**src/pkg/mic_regs.svh**
```systemverilog
// Constants of the interrupt controller: addresses, fields, resets, timing
`ifndef MIC_REGS_SVH
`define MIC_REGS_SVH

// ****************************************
// Register addresses (chosen, byte addresses on the core's data bus)
// ****************************************
`define MIC_ADDR_REQ_LOW 8'hE0
`define MIC_ADDR_REQ_HIGH 8'hE1
`define MIC_ADDR_MASK_LOW 8'hE4
`define MIC_ADDR_MASK_HIGH 8'hE5
`define MIC_ADDR_EDGE_A 8'hEC
`define MIC_ADDR_EDGE_B 8'hED
`define MIC_ADDR_KEY_MODE 8'hF5

// ****************************************
// Reset values
// ****************************************
`define MIC_REQ_RESET 8'h00
`define MIC_MASK_RESET 8'hFF

// ****************************************
// Field positions: source index = priority; low byte holds 0-5 and 13 at bit 7, high byte holds 6-12
// ****************************************
`define MIC_NSRC 14
`define MIC_REQ_LOW_RSVD 6
`define MIC_REQ_HIGH_RSVD 7
`define MIC_WDT_BIT 0

// ****************************************
// Vectors and timing
// ****************************************
`define MIC_VEC_NMI 16'h0004
`define MIC_VEC_BASE 16'h0006
`define MIC_VEC_STEP2 16'h0012
`define MIC_LAT_MIN_CLK 9
`define MIC_LAT_MAX_CLK 19

`endif

```
**src/pkg/mic_pkg.sv**
```systemverilog
// Types of the interrupt controller
package mic_pkg;
	// Arbiter state: idle or waiting for the core to take the vector
	typedef enum logic [0:0] {
		MIC_IDLE,
		MIC_WAIT_ACK
	} mic_state_t;
	// Edge selection codes of the external pins
	typedef enum logic [1:0] {
		MIC_EDGE_FALL = 2'h0,
		MIC_EDGE_RISE = 2'h1,
		MIC_EDGE_BAD = 2'h2,
		MIC_EDGE_BOTH = 2'h3
	} mic_edge_t;
endpackage

```
**src/pkg/mic_arb_if.sv**
```systemverilog
// Interface between the controller core and its priority encoder
`timescale 1ns/100ps
interface mic_arb_if;
	logic [13:0] pending; // Flag and not masked
	logic hit; // Some source is acceptable
	logic [3:0] index; // Winning source number
	modport ctrl (output pending, input hit, input index);
	modport enc (input pending, output hit, output index);
endinterface

```
**src/hw/mic_prio_enc.sv**
```systemverilog
// Fixed priority encoder: lowest index wins
`timescale 1ns/100ps
module mic_prio_enc (
	mic_arb_if.enc arb
);
	// ****************************************
	// Scan from the top, the lowest hit wins
	// ****************************************
	// Combinational scan from highest index down so lowest overrides
	always_comb begin
		arb.hit = 1'b0;
		arb.index = 4'h0;
		for (int i = 13; i >= 0; i--) begin
			if (arb.pending[i]) begin
				arb.hit = 1'b1;
				arb.index = 4'(i);
			end
		end
	end
endmodule

```
**src/hw/mic_ctrl.sv**
```systemverilog
// Interrupt controller of the small core: flags, masks, edges, vectors
`timescale 1ns/100ps
`include "mic_regs.svh"

// Contract
// - NMI ignores masks, always wins
// - Any request raises standby release (here only NMI and unmasked flags do)
// - Lowest priority number wins arbitration
// - Watchdog mode one: NMI at 0004H
// - Interval mode: watchdog maskable, priority 0
// - Pins a-d: priorities 1-4, vectors 0006H-000CH
// - Serial rx and three-wire share flag 5
// - Serial transmit: priority 6 at 0012H
// - Timers: priorities 8-10, 0016H-001AH
// - Interval 7, conversion 11, watch 12
// - Key return lowest, 13 at 0020H
// - Flags set by source/write, cleared otherwise
// - Request registers bit/byte writable, reset zero
// - Watchdog flag usable only in interval mode
// - Pin d output toggles still set flag
// - Mask zero allows, one blocks
// - Mask registers bit/byte writable, reset ones
// - Watchdog mask reads undefined in watchdog mode
// - Bit and byte writes both accepted
// - Vector only if flag, unmasked, enabled
// - Acknowledge clears flag; core stacks, clears enable
// - Edge code: fall, rise, prohibited, both
// - Latency between 9 and 19 clocks
module mic_ctrl (
	input wire logic i_ref_clk,
	input wire logic i_rstn,
	input wire logic i_clk_en,
	// Core data bus
	input wire logic i_wr,
	input wire logic i_bit_op,
	input wire logic [2:0] i_bit_sel,
	input wire logic [7:0] i_addr,
	input wire logic [7:0] i_wdata,
	output logic [7:0] o_rdata,
	// Core interrupt handshake
	input wire logic i_global_irq_enable,
	input wire logic i_ack,
	output logic o_irq_req,
	output logic o_nmi_req,
	output logic [15:0] o_vector,
	output logic o_standby_release,
	// Sources
	input wire logic i_wdt_interval_mode,
	input wire logic i_watchdog_overflow_req,
	input wire logic [3:0] i_ext_pin,
	input wire logic [3:0] i_key_pin,
	input wire logic i_serial_rx_done_req,
	input wire logic i_three_wire_done_req,
	input wire logic i_serial_tx_done_req,
	input wire logic i_interval_tick_req,
	input wire logic i_wide_timer_match_req,
	input wire logic i_byte_timer_a_match_req,
	input wire logic i_byte_timer_b_match_req,
	input wire logic i_conversion_done_req,
	input wire logic i_watch_tick_req
);
	// ****************************************
	// Registers
	// ****************************************
	logic [13:0] req_r; // Request flags, index = priority
	logic [13:0] mask_r; // Mask flags
	logic [7:0] req_low_bits; // Low request byte merged with write data
	logic [7:0] mask_hi_bits; // Low mask byte merged with write data
	logic req_rsv_r; // Stored reserved request bit 6 of low byte
	logic req_rsv7_r; // Stored reserved request bit 7 of high byte
	logic mask_rsv_r; // Stored reserved mask bit 6 of low byte
	logic mask_rsv7_r; // Stored reserved mask bit 7 of high byte
	logic [7:0] edge_a_r; // Edge codes for pins a-c
	logic [1:0] edge_b_r; // Edge code for pin d
	logic key_mode_r; // Key return detection enable
	mic_pkg::mic_state_t state_r; // Handshake state
	logic [3:0] grant_r; // Index under service
	logic grant_nmi_r; // Grant is the non-maskable one
	logic nmi_pend_r; // Non-maskable request latched
	logic [3:0] pin_s1_r, pin_s2_r, pin_d_r; // Pin sync and history
	logic [3:0] key_s1_r, key_s2_r, key_d_r; // Key sync and history
	// Outputs from flip-flops
	logic [7:0] rdata_r;
	logic irq_r, nmi_r, stb_r;
	logic [15:0] vec_r;

	// ****************************************
	// Priority encoder
	// ****************************************
	mic_arb_if arb ();
	mic_prio_enc u_enc (
		.arb(arb)
	);
	// Pending only when flagged and unmasked; enable gates later, in want_irq
	assign arb.pending = req_r & ~mask_r;

	// ****************************************
	// Source events
	// ****************************************
	// Pin edge detect: data from two sync stages only
	logic [3:0] pin_rise, pin_fall, pin_evt;
	logic [7:0] pin_code;
	assign pin_code = {edge_b_r, edge_a_r[7:2]};
	assign pin_rise = pin_s2_r & ~pin_d_r;
	assign pin_fall = ~pin_s2_r & pin_d_r;
	genvar g;
	generate
		for (g = 0; g < 4; g++) begin : g_pin
			// Prohibited code treated as no detection
			assign pin_evt[g] =
				(pin_code[2*g+:2] == mic_pkg::MIC_EDGE_FALL) ? pin_fall[g] :
				(pin_code[2*g+:2] == mic_pkg::MIC_EDGE_RISE) ? pin_rise[g] :
				(pin_code[2*g+:2] == mic_pkg::MIC_EDGE_BOTH) ?
				(pin_rise[g] | pin_fall[g]) : 1'b0;
		end
	endgenerate
	// Pin d level follows the port even when it drives out
	logic key_evt;
	assign key_evt = key_mode_r & |(~key_s2_r & key_d_r);

	// Watchdog routed to exactly one path
	logic wdt_maskable, wdt_nmi;
	assign wdt_maskable = i_wdt_interval_mode & i_watchdog_overflow_req;
	assign wdt_nmi = ~i_wdt_interval_mode & i_watchdog_overflow_req;

	// Event vector by priority
	logic [13:0] src_evt;
	assign src_evt = {
		key_evt,
		i_watch_tick_req, i_conversion_done_req,
		i_byte_timer_b_match_req, i_byte_timer_a_match_req,
		i_wide_timer_match_req,
		i_interval_tick_req,
		i_serial_tx_done_req,
		i_serial_rx_done_req | i_three_wire_done_req,
		pin_evt,
		wdt_maskable
	};

	// ****************************************
	// Register writes
	// ****************************************
	// Byte or single-bit write data merged with current value
	// Write controls come in as arguments so every assign that calls
	// this re-evaluates when the bus changes, not only when cur changes
	function automatic logic [7:0] merge(input logic [7:0] cur,
		input logic bop, input logic [2:0] sel, input logic [7:0] wd);
		logic [7:0] res;
		res = cur;
		if (bop) begin
			res[sel] = wd[0];
		end else begin
			res = wd;
		end
		return res;
	endfunction

	logic wr_req_lo, wr_req_hi, wr_msk_lo, wr_msk_hi;
	assign wr_req_lo = i_wr & (i_addr == `MIC_ADDR_REQ_LOW);
	assign wr_req_hi = i_wr & (i_addr == `MIC_ADDR_REQ_HIGH);
	assign wr_msk_lo = i_wr & (i_addr == `MIC_ADDR_MASK_LOW);
	assign wr_msk_hi = i_wr & (i_addr == `MIC_ADDR_MASK_HIGH);

	// Byte views: low byte holds 0..5, reserved 6, 13 at bit 7
	logic [7:0] req_lo_v, req_hi_v, msk_lo_v, msk_hi_v;
	assign req_lo_v = {req_r[13], req_rsv_r, req_r[5:0]};
	assign req_hi_v = {req_rsv7_r, req_r[12:6]};
	assign msk_lo_v = {mask_r[13], mask_rsv_r, mask_r[5:0]};
	assign msk_hi_v = {mask_rsv7_r, mask_r[12:6]};
	assign req_low_bits = merge(req_lo_v, i_bit_op, i_bit_sel, i_wdata);
	assign mask_hi_bits = merge(msk_lo_v, i_bit_op, i_bit_sel, i_wdata);
	logic [7:0] req_hi_w, msk_hi_w;
	assign req_hi_w = merge(req_hi_v, i_bit_op, i_bit_sel, i_wdata);
	assign msk_hi_w = merge(msk_hi_v, i_bit_op, i_bit_sel, i_wdata);

	// Software image of request and mask flags after any write
	logic [13:0] req_sw, msk_sw;
	assign req_sw = wr_req_lo ? {req_low_bits[7], req_r[12:6],
		req_low_bits[5:0]} :
		wr_req_hi ? {req_r[13], req_hi_w[6:0], req_r[5:0]} : req_r;
	assign msk_sw = wr_msk_lo ? {mask_hi_bits[7], mask_r[12:6],
		mask_hi_bits[5:0]} :
		wr_msk_hi ? {mask_r[13], msk_hi_w[6:0], mask_r[5:0]} : mask_r;

	// Acknowledge clears the granted flag
	logic [13:0] ack_clr;
	assign ack_clr = (i_ack && state_r == mic_pkg::MIC_WAIT_ACK &&
		!grant_nmi_r) ? (14'h0001 << grant_r) : 14'h0000;

	// Watchdog flag held at zero outside interval mode
	logic [13:0] req_nxt;
	assign req_nxt = (((req_sw & ~ack_clr) | src_evt) &
		~{13'h0000, ~i_wdt_interval_mode});

	// Flags, masks and mode registers; set wins over clear
	always_ff @(posedge i_ref_clk or negedge i_rstn) begin
		if (!i_rstn) begin
			req_r <= 14'h0000;
			mask_r <= 14'h3FFF;
			req_rsv_r <= 1'b0;
			req_rsv7_r <= 1'b0;
			mask_rsv_r <= 1'b1;
			mask_rsv7_r <= 1'b1;
			edge_a_r <= 8'h00;
			edge_b_r <= 2'h0;
			key_mode_r <= 1'b0;
		end else if (i_clk_en) begin
			req_r <= req_nxt;
			mask_r <= msk_sw;
			// Reserved bits stored as written; software keeps them fixed
			if (wr_req_lo) req_rsv_r <= req_low_bits[6];
			if (wr_req_hi) req_rsv7_r <= req_hi_w[7];
			if (wr_msk_lo) mask_rsv_r <= mask_hi_bits[6];
			if (wr_msk_hi) mask_rsv7_r <= msk_hi_w[7];
			if (i_wr && i_addr == `MIC_ADDR_EDGE_A) edge_a_r <= i_wdata;
			if (i_wr && i_addr == `MIC_ADDR_EDGE_B) edge_b_r <= i_wdata[1:0];
			if (i_wr && i_addr == `MIC_ADDR_KEY_MODE) key_mode_r <= i_wdata[0];
		end
	end

	// Two-stage synchronisers and edge history for pins
	always_ff @(posedge i_ref_clk or negedge i_rstn) begin
		if (!i_rstn) begin
			pin_s1_r <= 4'hF;
			pin_s2_r <= 4'hF;
			pin_d_r <= 4'hF;
			key_s1_r <= 4'hF;
			key_s2_r <= 4'hF;
			key_d_r <= 4'hF;
		end else if (i_clk_en) begin
			pin_s1_r <= i_ext_pin;
			pin_s2_r <= pin_s1_r;
			pin_d_r <= pin_s2_r;
			key_s1_r <= i_key_pin;
			key_s2_r <= key_s1_r;
			key_d_r <= key_s2_r;
		end
	end

	// ****************************************
	// Read data
	// ****************************************
	// Watchdog mask reads as zero (undefined) outside interval mode
	logic [7:0] rd_sel;
	assign rd_sel =
		(i_addr == `MIC_ADDR_REQ_LOW) ? req_lo_v :
		(i_addr == `MIC_ADDR_REQ_HIGH) ? req_hi_v :
		(i_addr == `MIC_ADDR_MASK_LOW) ?
		(msk_lo_v & {7'h7F, i_wdt_interval_mode}) :
		(i_addr == `MIC_ADDR_MASK_HIGH) ? msk_hi_v :
		(i_addr == `MIC_ADDR_EDGE_A) ? {edge_a_r[7:2], 2'h0} :
		(i_addr == `MIC_ADDR_EDGE_B) ? {6'h00, edge_b_r} :
		(i_addr == `MIC_ADDR_KEY_MODE) ? {7'h00, key_mode_r} : 8'h00;

	// ****************************************
	// Vector handshake
	// ****************************************
	// Vector table: index 0 shares NMI slot only in interval mode
	logic [15:0] vec_of;
	assign vec_of = (arb.index < 4'h6) ?
		(`MIC_VEC_BASE + {11'h000, arb.index - 4'h1, 1'b0}) :
		(`MIC_VEC_STEP2 + {11'h000, arb.index - 4'h6, 1'b0});
	logic [15:0] vec_mask;
	assign vec_mask = (arb.index == 4'h0) ? `MIC_VEC_NMI : vec_of;

	logic want_nmi, want_irq;
	assign want_nmi = nmi_pend_r | wdt_nmi;
	assign want_irq = arb.hit & i_global_irq_enable;

	// Present one request, hold it until the core acknowledges or a maskable one is withdrawn
	always_ff @(posedge i_ref_clk or negedge i_rstn) begin
		if (!i_rstn) begin
			state_r <= mic_pkg::MIC_IDLE;
			grant_r <= 4'h0;
			grant_nmi_r <= 1'b0;
			nmi_pend_r <= 1'b0;
			irq_r <= 1'b0;
			nmi_r <= 1'b0;
			vec_r <= 16'h0000;
			stb_r <= 1'b0;
			rdata_r <= 8'h00;
		end else if (i_clk_en) begin
			rdata_r <= rd_sel;
			// Standby release on a new or latched NMI or any unmasked pending request
			stb_r <= wdt_nmi | (|arb.pending) | nmi_pend_r;
			if (wdt_nmi) nmi_pend_r <= 1'b1;
			case (state_r)
				mic_pkg::MIC_IDLE: begin
					if (want_nmi) begin
						// Non-maskable beats every maskable one
						state_r <= mic_pkg::MIC_WAIT_ACK;
						grant_nmi_r <= 1'b1;
						nmi_r <= 1'b1;
						vec_r <= `MIC_VEC_NMI;
					end else if (want_irq) begin
						state_r <= mic_pkg::MIC_WAIT_ACK;
						grant_nmi_r <= 1'b0;
						grant_r <= arb.index;
						irq_r <= 1'b1;
						vec_r <= vec_mask;
					end
				end
				mic_pkg::MIC_WAIT_ACK: begin
					if (i_ack) begin
						// Flag clear rides ack_clr; core stacks state
						state_r <= mic_pkg::MIC_IDLE;
						irq_r <= 1'b0;
						nmi_r <= 1'b0;
						if (grant_nmi_r && !wdt_nmi) nmi_pend_r <= 1'b0;
					end else if (!grant_nmi_r &&
						(!i_global_irq_enable || !arb.pending[grant_r])) begin
						// Withdrawn request goes back to idle
						state_r <= mic_pkg::MIC_IDLE;
						irq_r <= 1'b0;
					end
				end
				default: begin
					state_r <= mic_pkg::MIC_IDLE;
				end
			endcase
		end
	end

	assign o_rdata = rdata_r;
	assign o_irq_req = irq_r;
	assign o_nmi_req = nmi_r;
	assign o_vector = vec_r;
	assign o_standby_release = stb_r;
	// Core-side latency of 9..19 clocks is the core's sequence
endmodule

```
**config.mk**
```make
export PLATFORM = sky130hd
export DESIGN_NAME = mic_ctrl
export DESIGN_NICKNAME = d
export VERILOG_FILES = /design/src/pkg/mic_pkg.sv /design/src/pkg/mic_arb_if.sv /design/src/hw/mic_prio_enc.sv /design/src/hw/mic_ctrl.sv
export VERILOG_INCLUDE_DIRS = /design/src /design/src/pkg
export SDC_FILE = /design/constraint.sdc
export NUM_CORES = 1
export LEC_CHECK = 0
export ABC_CLOCK_PERIOD_IN_PS = 5200
export BUFFER_PORTS_ARGS = -buffer_cell sky130_fd_sc_hd__buf_2
export CAP_MARGIN = 20
export CORE_UTILIZATION = 60
export DETAILED_ROUTE_END_ITERATION = 12
export GPL_ROUTABILITY_DRIVEN = 0
export PLACE_DENSITY = 0.94
export REMOVE_ABC_BUFFERS = 1
export SLEW_MARGIN = 5
export SYNTH_ARGS = -nofsm -noshare
export SYNTH_HDL_FRONTEND = slang
export SYNTH_SLANG_ARGS = --single-unit
```
**constraint.sdc**
```tcl
create_clock -name i_ref_clk -period 5.2 [get_ports i_ref_clk]
set_input_delay 1.04 -clock i_ref_clk [delete_from_list [all_inputs] [get_ports i_ref_clk]]
set_output_delay 1.04 -clock i_ref_clk [all_outputs]
set_load 0.005 [all_outputs]
```
After elaboration in Yosys (flattened, before gate mapping):

Index checks and enable logic that the tools add are counted.

* register bits: 101
* output and inout port bits: 27
* word-level logic and storage cells: 208

* $add $sub $neg: 4
* magnitude comparators: 4
* eq/ne operators: 20
* shift operators: 1
* muxes and demuxes: 87
* bitwise gates (word level): 34
* reduce and logical (&&, ||, !) cells: 33

Operators by type and width (count)
* 8-bit 2-to-1 mux: 9
* 8-bit equality test, second input constant: 7
* 4-bit 2-to-1 mux: 14
* 1-bit 2-to-1 mux: 45
* 14-bit bitwise AND: 3
* 14-bit 2-to-1 mux: 3
* 8-bit bitwise mux: 4
* 16-bit 2-to-1 mux: 2
* 14-bit inverter: 2
* 13-bit 2-to-1 mux: 2
* 1-bit inverter with 14-bit output: 1
* 14-bit OR: 1
* 2-bit AND reduction: 7
* 14-bit OR reduction: 1
* 1-bit by 4-bit << shifter with 14-bit output, first input constant: 1
* 4-bit bitwise AND: 3
* 6-bit 2-to-1 mux: 2
* 4-bit inverter: 3
* 3-bit AND reduction: 3
* 1-bit bitwise AND: 8
* 8-bit bitwise AND: 1
* 2-bit by 1-bit equality test with 1-bit output, second input constant: 4
* 2-bit equality test, second input constant: 4
* 1-bit logical AND: 8
* other kinds (23): 45

Longest topological paths before layout:

* depth after elaboration: 22
* mapped depth: 11
* depth with buffers taken out: 11

Cells and area by module:

Synthesis repeated with hierarchy kept, for this count alone.

* cells, all modules: 594
* area, all modules: 5565.3 um2

Modules (own cells, without submodules)
* mic_ctrl: times used 1, cells each 568, area each 5396.4 um2, sequential area each 2252.2 um2
* mic_prio_enc: times used 1, cells each 26, area each 168.9 um2, sequential area each 0.0 um2

Worst setup path after synthesis:

Ideal clock, no wire load.

* path type: input port to flip-flop
* start: input port i_addr[3]
* end: register req_r[12]
* library setup time: 0.137 ns
* arrival: 2.479 ns
* setup slack: 2.584 ns
* stages on the path: 9
* cells stage by stage: buf_2 or3b_1 buf_2 nor4_4 nand2_1 a22oi_1 a21oi_1 nor2_1 a21oi_1

* longest elaborated chain between the ends: 7

RTL lines
* start: declaration: line mic_ctrl.sv:37 `input wire logic [7:0] i_addr,`
* 8-bit equality test (no line)
* 1-bit bitwise AND: line mic_ctrl.sv:160 `` assign wr_req_hi = i_wr & (i_addr == `MIC_ADDR_REQ_HIGH); ``
* 13-bit 2-to-1 mux: line mic_ctrl.sv:180 `wr_req_hi ? {req_r[13], req_hi_w[6:0], req_r[5:0]} : req_r;`
* 14-bit 2-to-1 mux *: line mic_ctrl.sv:178 `assign req_sw = wr_req_lo ? {req_low_bits[7], req_r[12:6],`
* 14-bit bitwise AND *: line mic_ctrl.sv:192 `assign req_nxt = (((req_sw & ~ack_clr) | src_evt) &`
* 14-bit OR *: line mic_ctrl.sv:192
* 14-bit bitwise AND *: line mic_ctrl.sv:192
* end signal: assignment: line mic_ctrl.sv:208 `req_r <= req_nxt;`
* end: declaration: line mic_ctrl.sv:65 `logic [13:0] req_r;`

Mark *: on every way between the ends. The rest lies on a longest branch, timed or not.
A chain may end at the register's enable or synchronous reset.

Worst setup path in the final report:

* start: input port i_addr[4]
* end: register req_r[0]

* longest elaborated chain between the ends: 6

RTL lines
* 8-bit equality test (no line)
* 1-bit bitwise AND: line mic_ctrl.sv:159 `` assign wr_req_lo = i_wr & (i_addr == `MIC_ADDR_REQ_LOW); ``
* 14-bit 2-to-1 mux: line mic_ctrl.sv:178
* 14-bit bitwise AND: line mic_ctrl.sv:192
* 14-bit OR: line mic_ctrl.sv:192
* 14-bit bitwise AND: line mic_ctrl.sv:192

Every way passes these cells.

==> impl_metrics.tcl <==
set metrics [dict create \
    vias 4633 \
    power_uw 1759 \
    p_per_area_mw_per_mm2 300.3 \
    worstPathArrival_ns 3.23 \
    mostFrequentLayoutCell "nand2_1" \
    post_cts_resized 0 \
    hold_viol 0 \
    io_pins 72 \
    cts_buffers 9 \
    grt_max_degree 49 \
    clkTransAtPathRegs_ns 0.09 \
    start_util_pct 61.76 \
    core_area_sq_mm 0.008721 \
    regArea_sq_mm 0.002252 \
    dp_slack_ns 1.894 \
    rr_worst_depth 9 \
    wl_um 13370 \
    holdCritPathClass "reg -> reg" \
    drt_iter0_markers 576 \
    syn2layout_area_growth_pct 8.780 \
    hold_slack_ns 0.4997 \
    via_per_inst 6.303 \
    fin_tns_setup_ns 0 \
    ctsHoldBuffers 0 \
    slew_viol_final 0 \
    ys_seq_elements 88 \
    antenna_left 0 \
    route.detailed.drc 0 \
    clock_latency_ns 0.36 \
    status "completed" \
    r2r_setup_slack_ns 2.55 \
    setup_ws_ns 2.211 \
    post-route-period-util_pct 57.47 \
    maxCapViolations 0 \
    ys.flop_type "dfrtp_1" \
    yosysSeqAreaShare_pct 41.81 \
    ys_types 71 \
    ir_worst_vdd_mv 0.1844 \
    die_h_um 96.75 \
    synth.avg_cell_area_sq_um 9.303 \
    grt_pass1_wl_um 22100 \
    antenna_cells 0 \
    min-delay-start "key_d_r[0]" \
    finalCriticalPeriod_ns 2.989 \
    dr.pass1.iters 6 \
    grtUsageTotal_pct 29.53 \
    skew_ns 0.007872 \
    p_leak_uw 0.002488 \
    multiInputGateArea_sq_mm 0.002829 \
    dieArea_sq_mm 0.009361 \
    die_x_um 96.75 \
    min_to "key_d_r[0]" \
    antenna_found_initial 0 \
    cts.path.max_buffers 2 \
    slew_headroom_pct 26.11 \
    drive_gt1_share_pct 28.55 \
    worstPathRequired_ns 5.44 \
    cts_tree "built" \
    clock.fmax_mhz 334.6 \
    yosysWarningCount 0 \
    worst_pin_slew_ns 1.100 \
    whs_path_depth 2 \
    htreeDepth 3 \
    r2r_end "o_vector[4]" \
    cp-start-kind "primary input" \
    cts.sink_count 88 \
    postCtsSetupBuffers 0 \
    fillers 658 \
    grt-ovfl-total 0 \
    synth_edf_count 0 \
    synth-async-reset-ratio_pct 100.0 \
    end_kind "flip-flop" \
    rsz0062_at_grt "false" \
    postSynthCellCount 579 \
    setup_viol 0 \
    grt_pass1_vias 4529 \
    final_cell_mix "nand2_1, buf_2, dfrtp_1" \
    worst-path-max-fanout 11 \
    netlist_area_sq_mm 0.005386 \
    placementRows 34 \
    port_buffers 60 \
    hpwl_um 9793 \
    wl_per_cell_um 18.19 \
    clockRootBuffer "clkbuf_8" \
    final_nets 680 \
    r2r-start "mask_r[12]" \
    worstSetupPathType "in -> reg" \
]
==> report_power, final <==
| part | switching (uW) | internal [uW] | total (uW) |
|---|---|---|---|
| Clock | 250 | 237 | 488 |
| Combinational | 241 | 177 | 418 |
| Sequential | 79.8 | 773 | 853 |
| Total | 571 | 1190 | 1760 |
==> worst max-delay path by stage <==
stage               startpoint        to  slack, ns  depth (start not counted)
floorplan            i_addr[4]  req_r[0]       2.40                          7
global placement     i_addr[4]  req_r[0]       2.02                          8
detailed placement   i_addr[4]  req_r[0]       1.89                          8
CTS                  i_addr[4]  req_r[0]       2.28                          8
global route         i_addr[4]  req_r[0]       2.08                          8
finish               i_addr[4]  req_r[0]       2.21                          8
==> logic make-up (layout without fill, tap and decap cells) <==
group	Yosys count	count (layout)	share of synthesized area [%]
AND/OR/NAND/NOR	214	214	20.91
AO/OA/AOI/OAI	140	140	17.10
adder cells (fa/ha/maj)	13	13	3.020
flip-flops	88	88	41.81
multiplexers	44	44	9.756
other	1	11	0.06962
XOR/XNOR	6	6	0.9756
buffers and inverters	73	111	6.365
==> through the flow <==
| stage | util (%) | cell area [sq um] | instances |
|---|---|---|---|
| floorplan | - | 5201 | 548 |
| global placement | 64.92 | 5662 | 719 |
| detailed placement | 64.92 | 5662 | 719 |
| CTS | 67.19 | 5859 | 735 |
| global route | 67.19 | 5859 | 735 |
| finish | 67.19 | 5859 | 735 |
==> flip-flops by register name (all words and copies together), names as in the netlist, 2 cells and up <==
signal / flops
mask_r: 14
req_r: 14
o_rdata: 8
edge_a_r: 6
o_vector: 5
grant_r: 4
key_d_r: 4
key_s1_r: 4
key_s2_r: 4
pin_d_r: 4
pin_s1_r: 4
pin_s2_r: 4
edge_b_r: 2
==> per-layer routing <==
metal	vias to the layer above	GRT usage (%)	part of all wire, %
met4	0	14.47	3.6
met2	261	49.62	50
met5	-	0	0
met3	64	5.780	8.2
li1	2125	-	-
met1	2183	36.39	39
==> cell usage after synthesis, drive strengths merged (11+ instances only) <==
| cell type | n | share of area, % |
|---|---|---|
| nand2 | 90 | 6.4 |
| dfrtp | 48 | 22 |
| o21ai | 45 | 4.2 |
| nor2 | 43 | 3.0 |
| dfstp | 40 | 20 |
| mux2 | 35 | 7.4 |
| inv | 32 | 2.2 |
| a21oi | 27 | 2.6 |
| clkbuf | 22 | 1.5 |
| buf | 19 | 2.6 |
| nand2b | 15 | 2.0 |
| a22oi | 14 | 2.0 |
| nor2b | 14 | 1.9 |
| ha | 13 | 3.0 |
| a31oi | 11 | 1.3 |
| nand4 | 11 | 1.6 |
==> critical path, stage by stage <==
cell and delay (ns):
buf_2 0.12, nand4b_1 0.41, nor4_2 0.99, a21oi_1 0.15, a31oi_1 0.19, a21oi_1 0.06, o211ai_1 0.18, o21ai_0 0.11
==> area by class of cell <==
cell class	instances	area share, %
clock buffer	12	2.477
multi-input combinational	428	48.28
inverter	32	2.050
tap	108	2.306
timing repair buffer	63	5.552
sequential	88	38.44
clock inverter	4	0.8969
Power figures use the tool's default switching activity.
